File: config.mk
export PLATFORM = sky130hd
export DESIGN_NAME = phy_mgmt_regs
export DESIGN_NICKNAME = d
export VERILOG_FILES = /design/src/hw/phy_mgmt_pkg.sv /design/src/hw/phy_mgmt_regs.sv
export SDC_FILE = /design/constraint.sdc
export NUM_CORES = 1
export LEC_CHECK = 0
export BUFFER_PORTS_ARGS = -buffer_cell sky130_fd_sc_hd__buf_2
export CORE_MARGIN = 1
export CORE_UTILIZATION = 50
export CTS_CLUSTER_DIAMETER = 50
export DETAILED_ROUTE_END_ITERATION = 10
export PLACE_DENSITY = 0.77
export REMOVE_ABC_BUFFERS = 1
export SLEW_MARGIN = 20
export SYNTH_ARGS = -nofsm -noshare
export SYNTH_HDL_FRONTEND = slang
export SYNTH_SLANG_ARGS = --single-unit
File: constraint.sdc
create_clock -name i_clk -period 4.2 [get_ports i_clk]
set_input_delay 0.63 -clock i_clk [delete_from_list [all_inputs] [get_ports i_clk]]
set_output_delay 0.63 -clock i_clk [all_outputs]
set_load 0.02 [all_outputs]
File: src/hw/phy_mgmt_pkg.sv
// Constants, layouts and carrier types of the per-port PHY management registers
// Summary of operation
// - Ports 1 to 5 answer at addresses 1 to 5
// - Only register addresses 0-5, 1D, 1F exist
// - Same registers also reachable through SPI mapping
// - Control bit 15 soft-resets port, self-clears
// - Control bit 13 selects 100 or 10 Mbps
// - Bit 12 enables negotiation, bit 9 restarts it
// - Bit 10 isolates PHY, bit 11 powers down
// - Control bit 8 forces full or half duplex
// - Control bit 5 picks crossover style, default one
// - Control bit 4 forces straight-through pair use
// - Control bit 3 disables automatic crossover detection
// - Bit 2 disables far-end fault, bit 1 transmit
// - Bit 0 disables LEDs; bits 7, 6 read zero
// - Status capability bits 14-11 and 3 read one
// - Status bits 15, 10-6, 1, 0 read zero
// - Status bit 2 shows live link state
// - Status bit 5 shows negotiation complete
// - Status bit 4 shows far-end fault detected
// - Registers 2 and 3 return fixed identifier
// - Advert bit 10 pause, bits 15, 13 zero
// - Advert bits 8-5 writable, selector reads 00001
// - Partner bit 10 pause; bits 15-13 read zero
// - Partner bits 8-5 report abilities, reset zero
package phy_mgmt_pkg;

   localparam int          NUM_PORTS    = 5;
   localparam logic [4:0]  FIRST_PHYAD  = 5'h01;
   localparam logic [5:0]  PREAMBLE_LEN = 6'h20;

   localparam logic [4:0]  REG_CTRL     = 5'h00;
   localparam logic [4:0]  REG_STATUS   = 5'h01;
   localparam logic [4:0]  REG_ID_HIGH  = 5'h02;
   localparam logic [4:0]  REG_ID_LOW   = 5'h03;
   localparam logic [4:0]  REG_ADV      = 5'h04;
   localparam logic [4:0]  REG_PARTNER  = 5'h05;
   localparam logic [4:0]  REG_CABLE    = 5'h1D;
   localparam logic [4:0]  REG_SPECIAL  = 5'h1F;

   localparam int          CB_SOFT_RESET = 15;
   localparam int          CB_RESTART    = 9;
   localparam logic [15:0] CTRL_RST     = 16'h3020;
   localparam logic [15:0] CTRL_WMASK   = 16'hFF3F;
   localparam logic [15:0] ADV_RST      = 16'h05E1;
   localparam logic [15:0] ADV_WMASK    = 16'h05E0;
   localparam logic [15:0] LP_MASK      = 16'h05E0;
   localparam logic [15:0] STAT_FIXED   = 16'h7808;
   localparam int          SB_AN_DONE   = 5;
   localparam int          SB_FAR_FAULT = 4;
   localparam int          SB_LINK      = 2;

   localparam logic [1:0]  OP_READ      = 2'h2;
   localparam logic [1:0]  OP_WRITE     = 2'h1;

   typedef enum logic [2:0] {
      FSM_IDLE  = 3'b000,
      FSM_START = 3'b001,
      FSM_HEAD  = 3'b010,
      FSM_TA    = 3'b011,
      FSM_DATA  = 3'b100
   } mgmt_fsm_e;

   // What the PHY core of one port reports
   typedef struct packed {
      logic        link_up;
      logic        an_done;
      logic        far_fault;
      logic        lp_valid;
      logic [15:0] lp_word;
   } phy_in_s;

   // Register copies that steer one port
   typedef struct packed {
      logic [15:0] ctrl;
      logic [15:0] adv;
   } port_cfg_s;

   typedef struct packed {
      mgmt_fsm_e       fsm;
      logic [1:0]      mdc_s;
      logic            mdc_prev;
      logic [1:0]      mdio_s;
      logic [5:0]      pre_cnt;
      logic [3:0]      cnt;
      logic [10:0]     hdr;
      logic [15:0]     shreg;
      logic            rd;
      logic            hit;
      logic [2:0]      port;
      logic [4:0]      regad;
      logic            mdio_o;
      logic            mdio_oe;
      logic [4:0][15:0] ctrl;
      logic [4:0][15:0] adv;
      logic [4:0][15:0] lp;
      logic [15:0]     spi_rdata;
      logic            spi_ack;
   } state_s;

   localparam state_s STATE_RST = '{
      fsm:   FSM_IDLE,
      ctrl:  {5{CTRL_RST}},
      adv:   {5{ADV_RST}},
      default: '0
   };

endpackage

File: src/hw/phy_mgmt_regs.sv
// Per-port PHY management registers with serial management and SPI access
`timescale 1ns/1ps
`default_nettype none
module phy_mgmt_regs
   import phy_mgmt_pkg::*;
#(
   parameter logic [15:0] ID_HIGH = 16'h1234,  // Arbitrary value
   parameter logic [15:0] ID_LOW  = 16'h5670   // Arbitrary value
) (
   input  wire logic                    i_clk,
   input  wire logic                    i_rst_b,
   input  wire logic                    i_mdc,
   input  wire logic                    i_mdio,
   output logic                         o_mdio,
   output logic                         o_mdio_oe,
   input  wire logic                    i_spi_req,
   input  wire logic                    i_spi_wr,
   input  wire logic [7:0]              i_spi_addr,
   input  wire logic [15:0]             i_spi_wdata,
   output logic [15:0]                  o_spi_rdata,
   output logic                         o_spi_ack,
   input  wire phy_in_s [NUM_PORTS-1:0] i_phy,
   output port_cfg_s [NUM_PORTS-1:0]    o_cfg
);

   state_s st_q;
   state_s st_d;
   logic   mdc_rise;
   logic   mdio_bit;
   logic   mdio_wr_now;
   logic   spi_take;

   // ---------------------------------------------------------------
   // Register read and write decode
   // ---------------------------------------------------------------
   function automatic logic [15:0] read_word(
      input state_s  s,
      input phy_in_s ph,
      input logic [2:0] p,
      input logic [4:0] ra
   );
      logic [15:0] w;
      w = 16'h0000;
      if (p < 3'(NUM_PORTS)) begin
         case (ra)
            REG_CTRL:    w = s.ctrl[p];
            REG_STATUS: begin
               w = STAT_FIXED;
               w[SB_LINK]      = ph.link_up;
               w[SB_AN_DONE]   = ph.an_done;
               w[SB_FAR_FAULT] = ph.far_fault;
            end
            REG_ID_HIGH: w = ID_HIGH;
            REG_ID_LOW:  w = ID_LOW;
            REG_ADV:     w = s.adv[p];
            REG_PARTNER: w = s.lp[p];
            // Diagnostic and special words hold no fields here yet
            REG_CABLE:   w = 16'h0000;
            REG_SPECIAL: w = 16'h0000;
            default:     w = 16'h0000;
         endcase
      end
      return w;
   endfunction

   function automatic state_s reg_write(
      input state_s s,
      input logic [2:0] p,
      input logic [4:0] ra,
      input logic [15:0] v
   );
      state_s r;
      r = s;
      if (p < 3'(NUM_PORTS)) begin
         case (ra)
            REG_CTRL: begin
               r.ctrl[p] = (s.ctrl[p] & ~CTRL_WMASK) | (v & CTRL_WMASK);
               if (v[CB_RESTART]) begin
                  r.lp[p] = 16'h0000;
               end
            end
            REG_ADV: begin
               r.adv[p] = (s.adv[p] & ~ADV_WMASK) | (v & ADV_WMASK);
            end
            default: r = s;
         endcase
      end
      return r;
   endfunction

   // ---------------------------------------------------------------
   // Next state
   // ---------------------------------------------------------------
   assign mdc_rise = st_q.mdc_s[1] & ~st_q.mdc_prev;
   assign mdio_bit = st_q.mdio_s[1];
   assign mdio_wr_now = mdc_rise && (st_q.fsm == FSM_DATA) &&
                        (st_q.cnt == 4'hF) && st_q.hit && !st_q.rd;
   // The serial write wins a collision; SPI simply waits a cycle
   assign spi_take = i_spi_req && !st_q.spi_ack && !mdio_wr_now;

   always_comb begin
      logic [11:0] full;
      logic [2:0]  pidx;
      full = {st_q.hdr, mdio_bit};
      pidx = 3'(full[9:5] - FIRST_PHYAD);
      st_d = st_q;
      st_d.mdc_s    = {st_q.mdc_s[0], i_mdc};
      st_d.mdc_prev = st_q.mdc_s[1];
      st_d.mdio_s   = {st_q.mdio_s[0], i_mdio};
      st_d.spi_ack  = 1'b0;

      for (int p = 0; p < NUM_PORTS; p++) begin
         if (st_q.ctrl[p][CB_SOFT_RESET]) begin
            // Soft reset is seen for one cycle, then defaults return
            st_d.ctrl[p] = CTRL_RST;
            st_d.adv[p]  = ADV_RST;
            st_d.lp[p]   = 16'h0000;
         end
      end

      if (mdc_rise) begin
         case (st_q.fsm)
            FSM_IDLE: begin
               if (mdio_bit) begin
                  if (st_q.pre_cnt < PREAMBLE_LEN) begin
                     st_d.pre_cnt = st_q.pre_cnt + 6'h01;
                  end
               end else if (st_q.pre_cnt >= PREAMBLE_LEN) begin
                  st_d.fsm = FSM_START;
               end else begin
                  st_d.pre_cnt = 6'h00;
               end
            end
            FSM_START: begin
               st_d.pre_cnt = 6'h00;
               st_d.cnt     = 4'h0;
               st_d.fsm     = mdio_bit ? FSM_HEAD : FSM_IDLE;
            end
            FSM_HEAD: begin
               st_d.hdr = full[10:0];
               st_d.cnt = st_q.cnt + 4'h1;
               if (st_q.cnt == 4'hB) begin
                  st_d.rd    = (full[11:10] == OP_READ);
                  // Any other port address is left to other PHYs
                  st_d.hit   = ((full[11:10] == OP_READ) ||
                                (full[11:10] == OP_WRITE)) &&
                               (full[9:5] >= FIRST_PHYAD) &&
                               ((full[9:5] - FIRST_PHYAD) <
                                5'(NUM_PORTS));
                  st_d.port  = pidx;
                  st_d.regad = full[4:0];
                  st_d.shreg = read_word(st_q, i_phy[pidx], pidx,
                                         full[4:0]);
                  st_d.cnt   = 4'h0;
                  st_d.fsm   = FSM_TA;
               end
            end
            FSM_TA: begin
               if (st_q.cnt == 4'h0) begin
                  st_d.cnt = 4'h1;
                  if (st_q.rd && st_q.hit) begin
                     st_d.mdio_oe = 1'b1;
                     st_d.mdio_o  = 1'b0;
                  end
               end else begin
                  st_d.cnt = 4'h0;
                  st_d.fsm = FSM_DATA;
                  if (st_q.rd && st_q.hit) begin
                     st_d.mdio_o = st_q.shreg[15];
                     st_d.shreg  = {st_q.shreg[14:0], 1'b0};
                  end
               end
            end
            FSM_DATA: begin
               st_d.cnt = st_q.cnt + 4'h1;
               if (st_q.rd) begin
                  st_d.mdio_o = st_q.shreg[15];
                  st_d.shreg  = {st_q.shreg[14:0], 1'b0};
               end else begin
                  st_d.shreg  = {st_q.shreg[14:0], mdio_bit};
               end
               if (st_q.cnt == 4'hF) begin
                  st_d.mdio_oe = 1'b0;
                  st_d.mdio_o  = 1'b0;
                  st_d.hit     = 1'b0;
                  st_d.fsm     = FSM_IDLE;
               end
            end
            default: st_d.fsm = FSM_IDLE;
         endcase
      end

      if (mdio_wr_now) begin
         st_d = reg_write(st_d, st_q.port, st_q.regad,
                          {st_q.shreg[14:0], mdio_bit});
      end

      // ---------------------------------------------------------------
      // SPI side: port index in the top bits, register in the low bits
      // ---------------------------------------------------------------
      if (spi_take) begin
         st_d.spi_ack = 1'b1;
         st_d.spi_rdata = read_word(st_q, i_phy[i_spi_addr[7:5]],
                                    i_spi_addr[7:5], i_spi_addr[4:0]);
         if (i_spi_wr) begin
            st_d = reg_write(st_d, i_spi_addr[7:5], i_spi_addr[4:0],
                             i_spi_wdata);
         end
      end

      // A fresh capture beats a restart write landing in the same cycle
      for (int p = 0; p < NUM_PORTS; p++) begin
         if (i_phy[p].lp_valid && !st_q.ctrl[p][CB_SOFT_RESET]) begin
            st_d.lp[p] = i_phy[p].lp_word & LP_MASK;
         end
      end
   end

   always_ff @(posedge i_clk) begin
      if (!i_rst_b) begin
         st_q <= STATE_RST;
      end else begin
         st_q <= st_d;
      end
   end

   // ---------------------------------------------------------------
   // Outputs
   // ---------------------------------------------------------------
   assign o_mdio      = st_q.mdio_o;
   assign o_mdio_oe   = st_q.mdio_oe;
   assign o_spi_rdata = st_q.spi_rdata;
   assign o_spi_ack   = st_q.spi_ack;

   always_comb begin
      for (int p = 0; p < NUM_PORTS; p++) begin
         o_cfg[p] = '{ctrl: st_q.ctrl[p], adv: st_q.adv[p]};
      end
   end

   // ---------------------------------------------------------------
   // Checks
   // ---------------------------------------------------------------
   property p_drive_only_hit;
      @(posedge i_clk) disable iff (!i_rst_b)
      o_mdio_oe |-> st_q.hit && st_q.rd;
   endproperty
   a_drive_only_hit: assert property (p_drive_only_hit)
      else $error("Management line driven for a foreign address");

   property p_ta_low;
      @(posedge i_clk) disable iff (!i_rst_b)
      $rose(o_mdio_oe) |-> !o_mdio && st_q.fsm == FSM_TA;
   endproperty
   a_ta_low: assert property (p_ta_low)
      else $error("Turnaround bit not driven low");

   property p_soft_reset;
      @(posedge i_clk) disable iff (!i_rst_b)
      st_q.ctrl[3][CB_SOFT_RESET] |=>
         st_q.ctrl[3] == CTRL_RST && st_q.adv[3] == ADV_RST;
   endproperty
   a_soft_reset: assert property (p_soft_reset)
      else $error("Soft reset did not self-clear to defaults");

   property p_ctrl_zero_bits;
      @(posedge i_clk) disable iff (!i_rst_b)
      ##1 (o_cfg[1].ctrl[7:6] == 2'h0 && o_cfg[4].ctrl[7:6] == 2'h0);
   endproperty
   a_ctrl_zero_bits: assert property (p_ctrl_zero_bits)
      else $error("Control bits 7 or 6 not zero");

   property p_adv_fixed;
      @(posedge i_clk) disable iff (!i_rst_b)
      ##1 (o_cfg[2].adv[4:0] == 5'h01 && o_cfg[2].adv[15:11] == 5'h00);
   endproperty
   a_adv_fixed: assert property (p_adv_fixed)
      else $error("Advertisement fixed fields wrong");

   property p_status_read;
      @(posedge i_clk) disable iff (!i_rst_b)
      (spi_take && i_spi_addr == {3'h0, REG_STATUS}) |=>
         o_spi_ack && o_spi_rdata[15:11] == 5'h0F && o_spi_rdata[3] &&
         o_spi_rdata[2] == $past(i_phy[0].link_up);
   endproperty
   a_status_read: assert property (p_status_read)
      else $error("Status word read wrong");

   property p_unmapped_zero;
      @(posedge i_clk) disable iff (!i_rst_b)
      (spi_take && i_spi_addr[4:0] == 5'h06) |=> o_spi_rdata == 16'h0000;
   endproperty
   a_unmapped_zero: assert property (p_unmapped_zero)
      else $error("Unimplemented register did not read zero");

   property p_spi_served;
      @(posedge i_clk) disable iff (!i_rst_b)
      (i_spi_req && !o_spi_ack) |-> ##[0:2] spi_take;
   endproperty
   a_spi_served: assert property (p_spi_served)
      else $error("SPI request not served in time");

   property p_lp_capture;
      @(posedge i_clk) disable iff (!i_rst_b)
      (i_phy[0].lp_valid && !st_q.ctrl[0][CB_SOFT_RESET]) |=>
         st_q.lp[0] == ($past(i_phy[0].lp_word) & LP_MASK);
   endproperty
   a_lp_capture: assert property (p_lp_capture)
      else $error("Partner ability not captured");

   property p_restart_clears;
      @(posedge i_clk) disable iff (!i_rst_b)
      (spi_take && i_spi_wr && i_spi_addr == {3'h1, REG_CTRL} &&
       i_spi_wdata[CB_RESTART] && !i_phy[1].lp_valid) |=>
         st_q.lp[1] == 16'h0000;
   endproperty
   a_restart_clears: assert property (p_restart_clears)
      else $error("Restart did not clear partner word");

   property p_oe_fall;
      @(posedge i_clk) disable iff (!i_rst_b)
      $fell(o_mdio_oe) |-> st_q.fsm == FSM_IDLE && !st_q.hit;
   endproperty
   a_oe_fall: assert property (p_oe_fall)
      else $error("Management line held past the last data bit");

   property p_adv_write;
      @(posedge i_clk) disable iff (!i_rst_b)
      (mdio_wr_now && st_q.port == 3'h1 && st_q.regad == REG_ADV) |=>
         o_cfg[1].adv == (({$past(st_q.shreg[14:0]), $past(mdio_bit)} &
                           ADV_WMASK) | (ADV_RST & ~ADV_WMASK));
   endproperty
   a_adv_write: assert property (p_adv_write)
      else $error("Serial write did not land in advertisement word");

   property p_ack_pulse;
      @(posedge i_clk) disable iff (!i_rst_b)
      o_spi_ack |=> !o_spi_ack;
   endproperty
   a_ack_pulse: assert property (p_ack_pulse)
      else $error("SPI acknowledge stood longer than one cycle");

   property p_reset_values;
      @(posedge i_clk) disable iff (!i_rst_b)
      $rose(i_rst_b) |-> o_cfg[0].ctrl[13] && o_cfg[0].ctrl[12] &&
         o_cfg[0].ctrl[5] && !o_cfg[0].ctrl[15] && o_cfg[0].adv[10] &&
         o_cfg[0].adv[8:5] == 4'hF;
   endproperty
   a_reset_values: assert property (p_reset_values)
      else $error("Register defaults wrong after reset");

endmodule
`default_nettype wire

# Word level (Yosys, flattened, before mapping)

Index checks and enable logic that the tools add are counted.

Bits in registers: 314
Bits in latches: 0
Bits in writable memories: 0
ROM bits: 0
Input port bits: 130
Logic and storage cells: 218
Memories kept: 0

$add $sub $neg: 3
Multipliers: 0
Div/mod/pow operators: 0
Magnitude comparators: 12
Equal/unequal tests: 19
Shift operators: 0
Mux-type cells: 102
Bitwise operators: 11
Reductions and logical operators: 35

Operator list:

| kind                                                                   | count |
|---|---|
| 257-bit two-way mux                                                    | 5 |
| 80-bit two-way mux                                                     | 8 |
| 16-bit binary-select mux with 3-bit select                             | 10 |
| 16-bit two-way mux                                                     | 24 |
| 80-bit bitwise mux                                                     | 4 |
| 16-bit case mux with 6 select lines                                    | 2 |
| 80-bit AND                                                             | 2 |
| 80-bit NOT                                                             | 2 |
| 20-bit binary-select mux with 3-bit select                             | 2 |
| 16-bit demux with 3-bit select                                         | 2 |
| 15-bit two-way mux                                                     | 5 |
| 11-bit two-way mux                                                     | 6 |
| 49-bit two-way mux                                                     | 1 |
| 16-bit case mux with 3 select lines                                    | 1 |
| 20-bit two-way mux                                                     | 2 |
| 16-bit by 11-bit bitwise OR with 16-bit output                         | 2 |
| 8-bit by 16-bit bitwise OR with 16-bit output                          | 2 |
| 26-bit two-way mux                                                     | 1 |
| 5-bit by 3-bit equality test with 1-bit output (second input constant) | 5 |
| 8-bit two-way mux                                                      | 3 |
| 5-bit by 2-bit equality test with 1-bit output (second input constant) | 4 |
| 3-bit two-way mux                                                      | 6 |
| 6-bit two-way mux                                                      | 3 |
| 1-bit logical AND                                                      | 16 |
| 33 further kinds                                                       | 64 |

# Depth between registers and ports, before layout

Depth after elaboration: 19
Depth in mapped cells: 13
Mapped depth without buffers: 8

# Least setup slack after synthesis

Ideal clock, no wire load.

Path kind: register to register
Start point: register st_q[289] in the netlist's numbering
End point: register st_q[284] in the netlist's numbering
Library setup time: 0.086 ns
Arrival time: 2.929 ns
Required time: 4.114 ns
Setup slack: 1.185 ns
Stages on the path, launching flop included: 13
Clock period less this slack: 3.015 ns
Cell sequence: dfxtp_1 -> buf_2 -> buf_2 -> buf_2 -> inv_1 -> ha_1 -> buf_2 -> nand2_1 -> a2111oi_1 -> nand2_1 -> o22ai_1 -> a2111oi_0 -> a211oi_1

Longest elaborated chain between the ends: 8
Elaborated cells between the ends (all ways): 13
Those cells by class: add/sub (1); order compare (1); mux (11)

RTL lines:

| element                                                              | line                                                          | text |
|---|---|---|
| start: declaration                                                   | phy_mgmt_regs.sv:26                                           | `state_s st_q;` |
| start signal: assignment                                             | phy_mgmt_regs.sv:223                                          | `st_q <= st_d;` |
| 5-bit by 1-bit subtractor with 5-bit output (*)                      | -                                                             |  |
| 16-bit binary-select mux with 3-bit select, on equally long branches | phy_mgmt_regs.sv:56, phy_mgmt_regs.sv:46, phy_mgmt_regs.sv:55 |  |
| 16-bit two-way mux, on equally long branches                         | phy_mgmt_regs.sv:56, phy_mgmt_regs.sv:46, phy_mgmt_regs.sv:55 |  |
| 16-bit case mux with 6 select lines                                  | phy_mgmt_regs.sv:45                                           | `case (ra)` |
| 16-bit two-way mux (*)                                               | phy_mgmt_regs.sv:44                                           | `if (p < 3'(NUM_PORTS)) begin` |
| 26-bit two-way mux (*)                                               | phy_mgmt_regs.sv:142                                          | `if (st_q.cnt == 4'hB) begin` |
| 16-bit case mux with 3 select lines (*)                              | phy_mgmt_regs.sv:122                                          | `case (st_q.fsm)` |
| 49-bit two-way mux (*)                                               | phy_mgmt_regs.sv:121                                          | `if (mdc_rise) begin` |

Mark *: on every way between the ends. The rest lies on a longest branch, timed or not. The select of a mux whose other input is x is not followed.
A chain may end at the register's enable or synchronous reset.

# Worst setup path in the final report

Start point: register st_q[290] in the netlist's numbering
End point: register st_q[284] in the netlist's numbering

Same word-level chain as after synthesis.

==> metrics.txt <==
Hold/Removal Path Class=primary input to register; Initial DRC Count=2742; post-DR vias/cell=6.93; Worst-Skew Late Latency=590 ps; Clock Skew=27.5 ps; result of the run=finished clean; Synth Area in XOR/XNOR=0.302%; Die ar.=approximately 36000 µm²; hold path depth=2; family with the most delay on the worst path=compound AO/OA/AOI/OAI gates; Max clock buf depth=3; Port Buffers=253; WP data required=about 4700 ps; CTS resizes=0; critical path's largest stage delay=920 ps; VDD IR max=~340 µV; most frequent cells in the layout=dfxtp_1, buf_2, nor2_1; multiplexer share of the synthesized area=around 11%; area growth from synthesis to layout=10.0%; Most common cell on crit path=nand2_1; hpwl dp=approximately 46000 µm; Tightest Pin Transition=between 1000 and 1500 ps; Syn Area/Cell=a little under 9 µm²; Critical R2R Launch=st_q[290]; pin count of the biggest net entering global routing=69; initial core utilization=51.3%; share of cells above drive strength 1=24.6%; Routed wire per std cell=between 20 and 30 µm; pwr/cell area=373 nW/µm²; share of the yosys chip area belonging to registers=a little over a third; final setup violation count=0; hold endpoint=st_q[309]; leak pwr=around 7.3 nW; Pins Over Slew Limit=0; critical-path maximum fanout=10; Crit. End Element=register; first drt pass iteration count=7; vias in the first global route=around 16000; CTS H-tree depth=2; hold_buf cts=0; cells on worst reg2reg path=8; Rel. slew slack=around a quarter; CORE AREA=around 34000 µm²; Final Power=around 7.1 mW; fmax=just under 0.3 GHz; Ports=roughly 300; Nets=about 2100; Layout Utilization=56.5%; initial antenna violation count=5; Die Width=between 150 and 200 µm; global-route wire length before repair=between 100000 and 150000 µm; Hold Worst Slack=between 200 and 300 ps; leading cell type in the layout, fill and taps excluded=dfxtp_1; TritonCTS clock tree=yes; root buf cell=clkbuf_16; Seq cells post-synth=between 300 and 400; Yosys top cell area share=36.1%; Final Hold Fails=0; Crit-path slowest cell=a2111oi_1; Final ANT Viol Nets=0; Async SR Flop Fraction=0%; maxcap violations=0; clock tree sinks=314; Synth warnings=0; # fillers=3063; r2r endpoint=st_q[284]; CP startpoint kind=register; Post-synth EDFFs=0; WS Path Type=register to register; clock slew at reported path FFs=approximately 60 ps; setup tns final=0 ps; crit path time final=approximately 3400 ps; Synth Area in Compound Gates=21.1%; mapped cell area=~17000 µm²; largest family of logic cells by synthesized area=compound AO/OA/AOI/OAI gates; cts bufs inserted=40; adder-cell area share of the yosys netlist=less than 1%; Syn Inst Count=1973; drt drc=0; Unique masters post-synth=80; HP Start=i_mdc; grt ovf=0; footprint of the multi-input gates=slightly above 9000 µm²; # Post-CTS Setup Buffers=0; Synth area leaders=dfxtp_1, buf_4, mux4_2; Period Utilization, post-route=between 80% and 90%; Arr. time, crit path=approximately 3900 ps; Routed WL=about 69000 µm; Yosys top cell by area=dfxtp_1; Via Count=approximately 17000; Die Ht=between 150 and 200 µm; GP Congestion=slightly above 1; post-synthesis simple-gate area fraction=roughly a fifth; buffers and inverters on the worst path=1; worst path cell trace=inv_1 > ha_2 > nand2_1 > a2111oi_1 > nand2_1 > o22ai_1 > a2111oi_0 > a211oi_1; reg-to-reg setup timing slack=about 810 ps; Synth Flop Type=dfxtp_1; RSZ-0062 raised after global routing=no; gr usage total=roughly 38%; FF+latch area=~6300 µm²; Rows=67
## cell usage after synthesis (28+ instances only)
library cell / n
mux4_2: 48
mux2_2: 49
nor3_1: 30
o21ai_0: 98
o221ai_1: 28
a221oi_1: 52
buf_4: 178
nand2_1: 129
and3_1: 31
nand3_1: 66
mux2i_1: 31
nor2_1: 159
dfxtp_1: 314
a21oi_1: 84
and2_1: 126
o22ai_1: 53
clkbuf_1: 110
buf_2: 28
a22oi_1: 100
## final cells by class
cell class | count | share of cell area [%]
Multi-Input combinational cell | 1313 | 47.6
Inverter | 17 | 0.333
Timing Repair Buffer | 304 | 8.84
Clock inverter | 17 | 1.31
Tap cell | 448 | 2.93
Sequential cell | 314 | 32.9
Clock buffer | 53 | 6.07
Antenna cell | 2 | 0.0262
## sequential cells by signal (all words and copies together) (netlist names)
| signal | cells |
|---|---|
| st_q | 134 |
| o_mdio | 1 |
| o_cfg | 160 |
| o_mdio_oe | 1 |
| o_spi_rdata | 16 |
| o_spi_ack | 1 |
| mdio_bit | 1 |
## metal layers
layer | routed length (µm) | global-route usage, % | vias to the layer above
li1 | - | - | 7168
met1 | 23700 | 45.6 | 7995
met2 | 29500 | 56.0 | 1537
met3 | 9670 | 12.4 | 403
met4 | 5850 | 28.6 | 4
met5 | 20 | 0.549 | -
## stage by stage
step	setup slack (ps)	cell area (µm²)	cells
after floorplan	-1670	15400	1644
after global placement	989	17700	2396
after detailed placement	927	17700	2396
after CTS	887	19100	2466
after global routing	597	19100	2467
final	814	19100	2468
## worst max-delay path by stage
stage | start | to | slack (ps) | cells past startpoint
after floorplan | st_q[289] | st_q[283] | -1670 | 8
after global placement | st_q[290] | st_q[284] | 990 | 8
after detailed placement | st_q[290] | st_q[284] | 930 | 8
after CTS | st_q[290] | st_q[284] | 890 | 8
after global routing | st_q[290] | st_q[284] | 600 | 8
final | st_q[290] | st_q[284] | 810 | 8
## power by group
group	leakage (nW)	total, mW	switching (mW)	internal, mW
logic	4.12	0.429	0.303	0.126
registers	2.54	3.02	0.0233	3.00
clock network	0.686	3.68	1.42	2.26
total	7.34	7.14	1.75	5.39
## logic make-up (layout without fill, tap and decap cells)
family | count (synthesis) | count (layout)
compound gates | 532 | 532
buf+inv | 346 | 391
xor+xnor | 6 | 6
other cells | 0 | 2
simple gates | 641 | 641
mux | 128 | 128
fa+ha+maj | 6 | 6
flops | 314 | 314
Note: power is estimated with default switching activity, not from simulation.
